**config.mk**
```make
export PLATFORM = sky130hd
export DESIGN_NAME = tx_signal_source_select
export DESIGN_NICKNAME = d
export VERILOG_FILES = /design/src/tx_source_pkg.sv /design/src/tx_signal_source_select.sv
export VERILOG_INCLUDE_DIRS = /design/src
export SDC_FILE = /design/constraint.sdc
export NUM_CORES = 1
export LEC_CHECK = 0
export BUFFER_PORTS_ARGS = -buffer_cell sky130_fd_sc_hd__buf_2
export CORE_UTILIZATION = 35
export DETAILED_ROUTE_END_ITERATION = 8
export GPL_ROUTABILITY_DRIVEN = 0
export MAX_ROUTING_LAYER = met4
export PLACE_DENSITY = 0.61
export SETUP_SLACK_MARGIN = 0.5
export SLEW_MARGIN = 5
export SYNTH_ARGS = -nofsm -noshare
export SYNTH_HDL_FRONTEND = slang
export SYNTH_SLANG_ARGS = --single-unit
```
**constraint.sdc**
```tcl
create_clock -name aclk -period 2.2 [get_ports aclk]
set_input_delay 0.66 -clock aclk [delete_from_list [all_inputs] [get_ports aclk]]
set_output_delay 0.66 -clock aclk [all_outputs]
set_load 0.05 [all_outputs]
```
**src/tx_source_defs.svh**
```systemverilog
// Register offsets, field positions, reset values and AXI response codes for the transmit source mux
`ifndef TX_SOURCE_DEFS_SVH
`define TX_SOURCE_DEFS_SVH

// ==========================================================
// Register byte offsets
`define TSS_OFF_TXSEL 8'h00
`define TSS_OFF_TESTSEL 8'h04
`define TSS_OFF_DRVCTL 8'h08
`define TSS_OFF_STATUS 8'h0c

// ==========================================================
// Reset values
`define TSS_RST_TXSEL 8'h10
`define TSS_RST_TESTSEL 8'h00
`define TSS_RST_DRVCTL 8'h00

// ==========================================================
// Source select fields
`define TSS_LM_HI 7
`define TSS_LM_LO 6
`define TSS_DRV_HI 5
`define TSS_DRV_LO 4
`define TSS_AUX_HI 3
`define TSS_AUX_LO 0

// Test selection fields
`define TSS_TBIT_HI 2
`define TSS_TBIT_LO 0
`define TSS_LMT_HI 5
`define TSS_LMT_LO 4

// Driver control bits
`define TSS_DRV1_EN 0
`define TSS_DRV2_EN 1
`define TSS_DRV1_INV_OFF 4
`define TSS_DRV2_INV_OFF 5
`define TSS_DRV1_INV_ON 6
`define TSS_DRV2_INV_ON 7

// AXI responses
`define TSS_RESP_OKAY 2'h0
`define TSS_RESP_DECERR 2'h3

`endif

```
**src/tx_source_pkg.sv**
```systemverilog
// Types shared by the transmit source mux and its surroundings
package tx_source_pkg;

	// ==========================================================
	// Candidate signal sources, all in the aclk domain except ext_env
	typedef struct packed {
		logic coder_env;
		logic ext_env;
		logic tx_serial;
		logic rx_regen;
		logic rx_serial;
		logic demod_cmp;
		logic rx_carrier;
		logic tx_carrier;
		logic rx_unfilt_carrier;
		logic rx_unfilt_env;
	} tx_sources_t;

	// One driven pin: level and output enable
	typedef struct packed {
		logic o;
		logic oe;
	} pin_drive_t;

	typedef enum logic [1:0] {
		LM_TRISTATE,
		LM_CODER,
		LM_EXT_ENV,
		LM_TEST
	} lm_sel_t;

	typedef enum logic [1:0] {
		DRV_TRISTATE,
		DRV_CODER,
		DRV_EXT_ENV,
		DRV_HIGH
	} drv_sel_t;

endpackage : tx_source_pkg

```
**src/tx_signal_source_select.sv**
```systemverilog
// Transmit source multiplexer with AXI4-Lite register slave
`timescale 1ns/1ps
`include "tx_source_defs.svh"

module tx_signal_source_select
	import tx_source_pkg::*;
#(
	parameter int TEST_SIGS = 4,
	parameter int TEST_BUS_W = 8
) (
	input wire logic aclk,
	input wire logic aresetn,
	input wire logic [7:0] s_axi_awaddr,
	input wire logic s_axi_awvalid,
	output logic s_axi_awready,
	input wire logic [31:0] s_axi_wdata,
	input wire logic [3:0] s_axi_wstrb,
	input wire logic s_axi_wvalid,
	output logic s_axi_wready,
	output logic [1:0] s_axi_bresp,
	output logic s_axi_bvalid,
	input wire logic s_axi_bready,
	input wire logic [7:0] s_axi_araddr,
	input wire logic s_axi_arvalid,
	output logic s_axi_arready,
	output logic [31:0] s_axi_rdata,
	output logic [1:0] s_axi_rresp,
	output logic s_axi_rvalid,
	input wire logic s_axi_rready,
	input wire tx_sources_t sources,
	input wire logic [TEST_SIGS-1:0] test_signals,
	input wire logic [TEST_BUS_W-1:0] test_bus,
	output pin_drive_t load_modulation_pin,
	output pin_drive_t antenna_driver_one,
	output pin_drive_t antenna_driver_two,
	output pin_drive_t aux_signal_output
);

	// ==========================================================
	// Parameter checks
	if (TEST_SIGS != 4 || TEST_BUS_W != 8) begin : g_bad_widths
		$error("test widths must match the 2-bit and 3-bit select fields");
	end

	// ==========================================================
	// Registers
	logic [7:0] transmit_source_select_ff;
	logic [7:0] test_selection_register_ff;
	logic [7:0] drv_ctl_ff;
	logic awready_ff, wready_ff, bvalid_ff, arready_ff, rvalid_ff;
	logic [7:0] awaddr_ff;
	logic [31:0] wdata_ff, rdata_ff;
	logic [3:0] wstrb_ff;
	logic [1:0] bresp_ff, rresp_ff;
	logic do_write;

	function automatic logic mapped(input logic [7:0] a);
		mapped = (a == `TSS_OFF_TXSEL) || (a == `TSS_OFF_TESTSEL) ||
			(a == `TSS_OFF_DRVCTL) || (a == `TSS_OFF_STATUS);
	endfunction : mapped

	assign do_write = !awready_ff && !wready_ff && !bvalid_ff;

	// ==========================================================
	// Write channels: address and data taken in either order
	always_ff @(posedge aclk) begin
		if (!aresetn) begin
			awready_ff <= 1'b1;
			wready_ff <= 1'b1;
			bvalid_ff <= 1'b0;
			bresp_ff <= `TSS_RESP_OKAY;
			awaddr_ff <= 8'h00;
			wdata_ff <= 32'h0;
			wstrb_ff <= 4'h0;
		end else begin
			if (s_axi_awvalid && awready_ff) begin
				awready_ff <= 1'b0;
				awaddr_ff <= s_axi_awaddr;
			end
			if (s_axi_wvalid && wready_ff) begin
				wready_ff <= 1'b0;
				wdata_ff <= s_axi_wdata;
				wstrb_ff <= s_axi_wstrb;
			end
			if (do_write) begin
				bvalid_ff <= 1'b1;
				bresp_ff <= mapped(awaddr_ff) ? `TSS_RESP_OKAY : `TSS_RESP_DECERR;
			end
			if (bvalid_ff && s_axi_bready) begin
				bvalid_ff <= 1'b0;
				awready_ff <= 1'b1;
				wready_ff <= 1'b1;
			end
		end
	end

	// Only byte lane 0 carries register bits; status is read-only
	always_ff @(posedge aclk) begin
		if (!aresetn) begin
			transmit_source_select_ff <= `TSS_RST_TXSEL;
			test_selection_register_ff <= `TSS_RST_TESTSEL;
			drv_ctl_ff <= `TSS_RST_DRVCTL;
		end else if (do_write && wstrb_ff[0]) begin
			if (awaddr_ff == `TSS_OFF_TXSEL) begin
				transmit_source_select_ff <= wdata_ff[7:0];
			end else if (awaddr_ff == `TSS_OFF_TESTSEL) begin
				test_selection_register_ff <= wdata_ff[7:0];
			end else if (awaddr_ff == `TSS_OFF_DRVCTL) begin
				drv_ctl_ff <= wdata_ff[7:0];
			end
		end
	end

	// ==========================================================
	// Read channel: answer one cycle after the address is taken
	always_ff @(posedge aclk) begin
		if (!aresetn) begin
			arready_ff <= 1'b1;
			rvalid_ff <= 1'b0;
			rdata_ff <= 32'h0;
			rresp_ff <= `TSS_RESP_OKAY;
		end else if (s_axi_arvalid && arready_ff) begin
			arready_ff <= 1'b0;
			rvalid_ff <= 1'b1;
			rresp_ff <= mapped(s_axi_araddr) ? `TSS_RESP_OKAY : `TSS_RESP_DECERR;
			if (s_axi_araddr == `TSS_OFF_TXSEL) begin
				rdata_ff <= {24'h0, transmit_source_select_ff};
			end else if (s_axi_araddr == `TSS_OFF_TESTSEL) begin
				rdata_ff <= {24'h0, test_selection_register_ff};
			end else if (s_axi_araddr == `TSS_OFF_DRVCTL) begin
				rdata_ff <= {24'h0, drv_ctl_ff};
			end else if (s_axi_araddr == `TSS_OFF_STATUS) begin
				rdata_ff <= {24'h0, aux_signal_output, antenna_driver_two,
					antenna_driver_one, load_modulation_pin};
			end else begin
				rdata_ff <= 32'h0;
			end
		end else if (rvalid_ff && s_axi_rready) begin
			rvalid_ff <= 1'b0;
			arready_ff <= 1'b1;
		end
	end

	assign s_axi_awready = awready_ff;
	assign s_axi_wready = wready_ff;
	assign s_axi_bvalid = bvalid_ff;
	assign s_axi_bresp = bresp_ff;
	assign s_axi_arready = arready_ff;
	assign s_axi_rvalid = rvalid_ff;
	assign s_axi_rdata = rdata_ff;
	assign s_axi_rresp = rresp_ff;

	// ==========================================================
	// External envelope pin synchroniser
	logic env_s1_ff, env_s2_ff, env_s3_ff, ext_env_ff;

	always_ff @(posedge aclk) begin
		if (!aresetn) begin
			env_s1_ff <= 1'b0;
			env_s2_ff <= 1'b0;
			env_s3_ff <= 1'b0;
			ext_env_ff <= 1'b0;
		end else begin
			env_s1_ff <= sources.ext_env;
			env_s2_ff <= env_s1_ff;
			env_s3_ff <= env_s2_ff;
			// Accept a change only once two stages agree, filtering one-cycle spikes
			if (env_s2_ff == env_s3_ff)
				ext_env_ff <= env_s3_ff;
		end
	end

	// ==========================================================
	// Output selection
	lm_sel_t lm_sel;
	drv_sel_t drv_sel;
	logic [3:0] aux_sel;
	pin_drive_t nxt_lm, nxt_drv1, nxt_drv2, nxt_aux;
	logic drv_level, inv1, inv2;

	assign lm_sel = lm_sel_t'(transmit_source_select_ff[`TSS_LM_HI:`TSS_LM_LO]);
	assign drv_sel = drv_sel_t'(transmit_source_select_ff[`TSS_DRV_HI:`TSS_DRV_LO]);
	assign aux_sel = transmit_source_select_ff[`TSS_AUX_HI:`TSS_AUX_LO];

	// Field-on inversion applies while enabled, field-off inversion otherwise
	assign inv1 = drv_ctl_ff[`TSS_DRV1_EN] ? drv_ctl_ff[`TSS_DRV1_INV_ON] :
		drv_ctl_ff[`TSS_DRV1_INV_OFF];
	assign inv2 = drv_ctl_ff[`TSS_DRV2_EN] ? drv_ctl_ff[`TSS_DRV2_INV_ON] :
		drv_ctl_ff[`TSS_DRV2_INV_OFF];

	always_comb begin
		nxt_lm = '{o: 1'b0, oe: 1'b1};
		case (lm_sel)
			LM_TRISTATE: nxt_lm.oe = 1'b0;
			LM_CODER: nxt_lm.o = sources.coder_env;
			LM_EXT_ENV: nxt_lm.o = ext_env_ff;
			LM_TEST: nxt_lm.o = test_signals[test_selection_register_ff[`TSS_LMT_HI:`TSS_LMT_LO]];
			default: nxt_lm.oe = 1'b0;
		endcase
	end

	always_comb begin
		drv_level = 1'b0;
		case (drv_sel)
			DRV_TRISTATE: drv_level = 1'b0;
			DRV_CODER: drv_level = sources.coder_env;
			DRV_EXT_ENV: drv_level = ext_env_ff;
			DRV_HIGH: drv_level = 1'b1;
			default: drv_level = 1'b0;
		endcase
		nxt_drv1 = '{o: drv_level ^ inv1, oe: drv_sel != DRV_TRISTATE};
		nxt_drv2 = '{o: drv_level ^ inv2, oe: drv_sel != DRV_TRISTATE};
	end

	always_comb begin
		nxt_aux = '{o: 1'b0, oe: 1'b1};
		case (aux_sel)
			4'h0: nxt_aux.oe = 1'b0;
			4'h1: nxt_aux.o = 1'b0;
			4'h2: nxt_aux.o = 1'b1;
			4'h3: nxt_aux.o = test_bus[test_selection_register_ff[`TSS_TBIT_HI:`TSS_TBIT_LO]];
			4'h4: nxt_aux.o = sources.coder_env;
			4'h5: nxt_aux.o = sources.tx_serial;
			4'h6: nxt_aux.o = sources.rx_regen;
			4'h7: nxt_aux.o = sources.rx_serial;
			4'h8: nxt_aux.o = sources.rx_serial;
			4'h9: nxt_aux.o = sources.tx_serial;
			4'ha: nxt_aux.o = sources.demod_cmp;
			4'hb: nxt_aux.oe = 1'b0;
			4'hc: nxt_aux.o = sources.rx_carrier;
			4'hd: nxt_aux.o = sources.tx_carrier;
			4'he: nxt_aux.o = sources.rx_unfilt_carrier;
			default: nxt_aux.o = sources.rx_unfilt_env;
		endcase
	end

	// Registered pins: no combinational path glitches during a select change
	always_ff @(posedge aclk) begin
		if (!aresetn) begin
			load_modulation_pin <= '0;
			antenna_driver_one <= '0;
			antenna_driver_two <= '0;
			aux_signal_output <= '0;
		end else begin
			load_modulation_pin <= nxt_lm;
			antenna_driver_one <= nxt_drv1;
			antenna_driver_two <= nxt_drv2;
			aux_signal_output <= nxt_aux;
		end
	end

	// ==========================================================
	// Checks
	// Attempts launched on the release edge would judge pins still held in reset
	logic live_ff;

	always_ff @(posedge aclk) begin
		if (!aresetn) begin
			live_ff <= 1'b0;
		end else begin
			live_ff <= 1'b1;
		end
	end
endmodule : tx_signal_source_select

```
==> run metrics, run 1 <==
status finished, violations left; failing checks DRC; Residual DRC 24; Slowest Stage Delay on Critical Path 0.37 ns; via count between 2,000 and 2,500; RSZ-0062 raised after global routing true; I/O pin count between 100 and 150; post-synth top area cell dfxtp_1; max-slew violation count 0; WP depth 2; via-per-instance ratio between 4 and 5; Synth top area share between 40% and 50%; HP Class reg2reg; clk buf depth 2; TritonCTS Buffers 9; nets@finish between 400 and 500; Final TNS setup 0 ns; Startpoint Class flip-flop; Final min period about 1.7 ns; NetSw just over 700 µW; synth unique cells between 40 and 50; GRT Util Overall ~16%; CTS H-tree lvls 3; worst reg2reg path depth 4; setup violators final 0; ratio of cells with drive above 1 in the final layout 31.62%; Crit Path Category reg2out; Antenna Cells 0; CTS tree built; GR Overflow Total 0; Synth Instances 329; Hold Crit Depth 1; Ys Warns 0; CP Capture Type output pin; Pleak approximately 0.0017 µW; period utilization between 70% and 80%; Comb power frac 14.1%; maximum vdd ir drop 0.0003271 V; syn avg cell area ~9.7 µm²; first-pass GRT wire length 11,810 µm; power density cells slightly below 700 nW/µm²; sequential area share after synthesis about two fifths; Port Buffers 78; worst path bufs/invs 2; main flop type after synthesis dfxtp_1; CTS Hold Bufs 0; Power Total about 2700 µW; Core Footprint 8806 µm²; area grow syn2layout 21.65%; netlist area before placement between 3000 and 4000 µm²; largest net degree at the start of global routing 30; worst clock skew between 0.009 and 0.01 ns; Clock Sinks 67; # rows 34; Seq cells post-synth 67; CTS root buf clkbuf_8; initial antenna violation count 0; Worst path most repeated cell buf_8; Switching Share between 20% and 30%; crit path max fanout 12; 1st-iter DRT viols between 100 and 150; Int Pwr 1975 µW; synth top area cells dfxtp_1 (42%), mux2i_1 (8.4%), mux4_2 (7.7%), buf_4 (6.3%), nand2_1 (5.5%); clk slew on worst S/H paths roughly 0.07 ns; Initial Util 36.36%; Critical Path RT 1.54 ns; Avg WL per Cell 13.84 µm; 1st-pass router iterations 9; die area around 9500 µm²; Hold Fails Final Rpt 0; Chip Height about 98 µm; maxcap violations 0; sequential share of power a little under half; die width roughly 100 µm; critical path's slowest cell dfxtp_4; hpwl dp ~5200 µm; Crit path max-delay family flip-flops; clk_lat worst skew about 0.34 ns; clock network power share about two fifths; Routed WL a little over 7000 µm; Post-DRT Antenna Nets 0; number of flops mapped to enable cells by yosys 0; fraction of registers with async set/reset 0%; CP arrival 0.99 ns; critical-path cell list buf_8 > buf_8; Fmax 604.3 MHz; vias in the first global route around 2,400
-- through the flow --
stage	cell area, µm²	hold WS [ns]	std cells	setup WS [ns]	util (%)
after global routing	3895	0.4647	516	0.4899	44.23
final	3895	0.4391	516	0.5452	44.23
after floorplan	3297	0.4119	352	0.4186	-
after global placement	3600	0.4223	498	0.3365	40.88
after CTS	3839	0.4448	513	0.3744	43.59
after detailed placement	3600	0.4280	498	0.3106	40.88
-- cell usage in the layout, fill, tap and decap left out, types with 2 or more instances in the layout --
cell,count
a21boi_0,20
a21oi_1,6
a22oi_1,8
a31oi_1,2
and2_1,5
buf_12,2
buf_2,73
buf_4,8
buf_8,4
clkbuf_4,2
clkbuf_8,12
conb_1,24
dfxtp_1,61
dfxtp_2,5
inv_1,6
mux2i_1,27
mux4_2,11
nand2_1,47
nand3_1,20
nor2_1,5
nor2b_1,22
nor3b_1,2
nor4_4,2
o21a_1,3
o21ai_0,7
xnor2_1,2
-- cells by family (layout without fill, tap and decap cells) --
logic type | count (synthesis) | in the layout | synth area share (%)
xor+xnor | 3 | 3 | 0.8208
simple gates | 117 | 117 | 20.59
other cells | 1 | 24 | 0.1171
compound gates | 49 | 49 | 10.43
buf+inv | 53 | 109 | 9.613
mux | 39 | 39 | 16.53
flops | 67 | 67 | 41.89
-- power by group through the flow --
stage	clock network (µW)	logic, µW	registers (µW)
floorplan	0	259	1340
global placement	0	360	1300
detailed placement	0	364	1300
CTS	1060	370	1280
global route	1110	408	1280
finish	1040	379	1280
-- cell type report --
type                    count  area (µm²)
well taps                 108       135.1
multi-input cells         232        1645
fillers                   887        4911
flip-flops and latches     67        1351
inverters                   6       22.52
repair buffers             89       540.5
clock inverters             2       35.03
clock buffers              12       165.2
-- per-layer routing --
layer | vias up | GRT usage [%] | share of wire, %
met5 | - | - | 0
met4 | 0 | 4.545 | 0.46
li1 | 1243 | - | -
met3 | 2 | 5.180 | 5.6
met2 | 84 | 25.80 | 47
met1 | 1160 | 19.66 | 47
-- cell usage after synthesis (2+ instances only) --
master    count
a21boi_0     20
a21oi_1       6
a22oi_1       8
a31oi_1       2
and2_1        5
buf_4        27
clkbuf_1     18
dfxtp_1      67
inv_1         6
mux2i_1      27
mux4_2       11
nand2_1      47
nand3_1      20
nor2_1        5
nor2b_1      22
nor3b_1       2
nor4_4        2
o21a_1        3
o21ai_0       7
or4_1         2
xnor2_1       2
-- timing repair --
action | CTS | global route
pin swaps | 1 | 4
setup buffers | 1 | 3
hold endpoints to repair | 0 | 0
resized for setup | 7 | 12
setup endpoints to repair | 20 | 12
-- path summary, 6_finish.rpt --
kind | startpoint | to | slack (ns)
worst max-delay path | s_axi_awready | s_axi_awready | 0.55
worst min-delay path | env_s1_ff | env_s2_ff | 0.44
worst max register to register | awaddr_ff[1] | test_selection_register_ff[0] | 0.57
worst min register to register | env_s1_ff | env_s2_ff | 0.44
-- registers in the layout, summed over array words and instances, names as in the netlist, 2 cells and up --
register	cells
drv_ctl_ff	8
transmit_source_select_ff	8
test_selection_register_ff	8
aux_signal_output	2
awaddr_ff	8
load_modulation_pin	2
s_axi_rdata	8
antenna_driver_two	2
wdata_ff	8
Power figures use the tool's default switching activity.
==> run 2, diff against run 1 <==
--- a/config.mk
+++ b/config.mk
@@ -11,7 +11,7 @@
 export DETAILED_ROUTE_END_ITERATION = 8
 export GPL_ROUTABILITY_DRIVEN = 0
 export MAX_ROUTING_LAYER = met4
-export PLACE_DENSITY = 0.61
+export PLACE_DENSITY = 0.63
 export SETUP_SLACK_MARGIN = 0.5
 export SLEW_MARGIN = 5
 export SYNTH_ARGS = -nofsm -noshare
==> constraint.sdc (replaced) <==
create_clock -name aclk -period 1.4 [get_ports aclk]
set_input_delay 0.42 -clock aclk [delete_from_list [all_inputs] [get_ports aclk]]
set_output_delay 0.42 -clock aclk [all_outputs]
set_load 0.05 [all_outputs]
==> run metrics, run 2 (synthesized netlist as in run 1, its figures left out) <==
nets@finish 528 (+8.6%); initial antenna violation count 0 (unchanged); vias in the first global route 2,594 (+7.5%); critical-path cell list nor4_4 > nand3_2 > or3b_4 > buf_12 > mux2i_1; maxcap violations 0 (unchanged); failing checks DRC, setup timing; GRT Util Overall 17.00% (+0.80 points); R2R Setup Slk -0.17 ns (-0.74 ns); Slowest Stage Delay on Critical Path 0.40 ns (+0.03 ns); GR Overflow Total 0 (unchanged); Power Total 4766 µW (+77%); worst clock skew 0.01400 ns (+0.004833 ns); Post-DRT Antenna Nets 0 (unchanged); area grow syn2layout 52.40%; first-pass GRT wire length 12,480 µm (+5.7%); hpwl dp 5026 µm (-2.7%); Layout Cells excl Fill 560 (+8.5%); clk slew on worst S/H paths 0.08 ns (about the same); die width 97.65 µm (unchanged); Hold Crit Depth 2 (+1); clock network power share 40.6% (+2.1 points); crit path max fanout 8 (-4); RSZ-0062 raised after global routing true; final setup margin -0.1652 ns (-0.7104 ns); I/O pin count 130 (unchanged); largest net degree at the start of global routing 63 (+110%); commonest non-fill, non-tap cells in the layout buf_2 (52), nand2_1 (37), dfxtp_1 (36); status finished, violations left; Chip Height 97.65 µm (unchanged); Pleak 0.002059 µW (+21%); maximum vdd ir drop 0.0004884 V (+49%); Residual DRC 18 (-25%); Crit. Startpoint awaddr_ff[7]; CP Capture Type flip-flop; Comb power frac 17.3% (+3.2 points); worst reg2reg path depth 5 (+1); CTS H-tree lvls 3 (unchanged); CTS root buf clkbuf_8; Hold Fails Final Rpt 0 (unchanged); setup violators final 25 (+25); Switching Share 26.78% (+0.13 points); max-slew violation count 0 (unchanged); TritonCTS Buffers 9 (unchanged); CP arrival 1.80 ns (+0.81 ns); Antenna Cells 0 (unchanged); clk buf depth 2 (unchanged); most common cell after layout, fill and taps aside buf_2; Critical Path RT 1.63 ns (+0.09 ns); r2r endpoint test_selection_register_ff[4]; Placed Cells 510 (+2.4%); power density cells 976.6 nW/µm² (+41%); NetSw 1276 µW (+78%); Fmax between 600 and 700 MHz; Port Buffers 78 (unchanged); Routed WL 7834 µm (+9.7%); # rows 34 (unchanged); Clock Sinks 67 (unchanged); Core Footprint 8806 µm² (unchanged); ratio of cells with drive above 1 in the final layout 51.55% (+20 points); clk_lat worst skew 0.35 ns (about the same); Crit Path Category reg2reg; die area 9535 µm² (unchanged); CTS tree built; sequential share of power 42.0% (-5.4 points); Startpoint Class flip-flop; Initial Util 36.36% (unchanged); via-per-instance ratio 4.857 (+0.69%); Final min period 1.565 ns; 1st-iter DRT viols 132 (+11%); 1st-pass router iterations 7 (-2); via count 2,720 (+9.3%); HP Class in2reg; Int Pwr 3490 µW (+77%); launching point of the worst reg2reg path awaddr_ff[7]; critical path's slowest cell or3b_4; period utilization 111.8%; Avg WL per Cell 13.99 µm (+1.1%); worst setup path endpoint test_selection_register_ff[4]
-- run 2: cell types whose count changed in the layout (fill, tap and decap cells not counted), sizes merged --
cell / before / now
clkbuf: 14 / 11
bufinv: 1 / 3
nand2: 47 / 48
clkinvlp: 0 / 2
buf: 87 / 129
-- run 2: final cells by class --
class | count | area [µm²]
clock buffer | 10 | 127.6
inverter | 6 | 25.02
timing repair buffer | 130 | 1217
multi-input combinational | 233 | 1853
fill | 742 | 3926
clock inverter | 6 | 113.9
sequential | 67 | 1408
tap | 108 | 135.1
-- run 2: per-layer routing --
metal	vias up	share of wire (%)	wire [µm]	track usage, %
met3	13	4.7	366	4.964
met5	-	0	0	-
met4	0	1.5	119	4.429
met2	79	49	3822	26.40
met1	1295	45	3525	21.61
li1	1333	-	-	-
-- run 2: what timing repair did --
| item | CTS | global route |
|---|---|---|
| gates cloned | 2 | 2 |
| setup buffers | 11 | 19 |
| hold buffers | 0 | 0 |
| pin swaps | 21 | 13 |
| resized for setup | 143 | 35 |
| setup endpoints to repair | 84 | 84 |
-- run 2: power by group through the flow --
stage                     sequential [µW]  clock (µW)  combinational [µW]
after global routing                 2010        2080                 877
after detailed placement             2040           0                 591
after floorplan                      2110           0                 444
after global placement               2040           0                 583
after CTS                            2000        1970                 748
final                                2000        1940                 827
-- run 2: worst min-delay path by stage --
stage,endpoint,from
2_1_floorplan,env_s2_ff,env_s1_ff
3_3_place_gp,env_s2_ff,env_s1_ff
3_5_place_dp,env_s2_ff,env_s1_ff
4_1_cts,env_s1_ff,sources[8]
5_1_grt,env_s1_ff,sources[8]
6_report,env_s1_ff,sources[8]
-- run 2: worst max-delay path: cells and delay by family (launching register included) --
family	cells	cell delay (ns)
flip-flops	1	0.34
multiplexers	1	0.11
buffers and inverters	1	0.16
AND/OR/NAND/NOR	3	0.83
-- run 2: metrics by stage --
| step | utilization, % | area (µm²) | setup slack (ns) | setup TNS, ns | hold WS [ns] |
|---|---|---|---|---|---|
| global placement | 42.92 | 3780 | -0.2294 | -3.705 | 0.4289 |
| global route | 55.41 | 4880 | -0.2767 | -5.119 | 0.2788 |
| finish | 55.41 | 4880 | -0.1652 | -2.291 | 0.2863 |
| floorplan | - | 3475 | -0.1909 | -3.395 | 0.4119 |
| detailed placement | 42.92 | 3780 | -0.2639 | -4.342 | 0.4293 |
| CTS | 52.07 | 4586 | -0.1700 | -2.354 | 0.2756 |
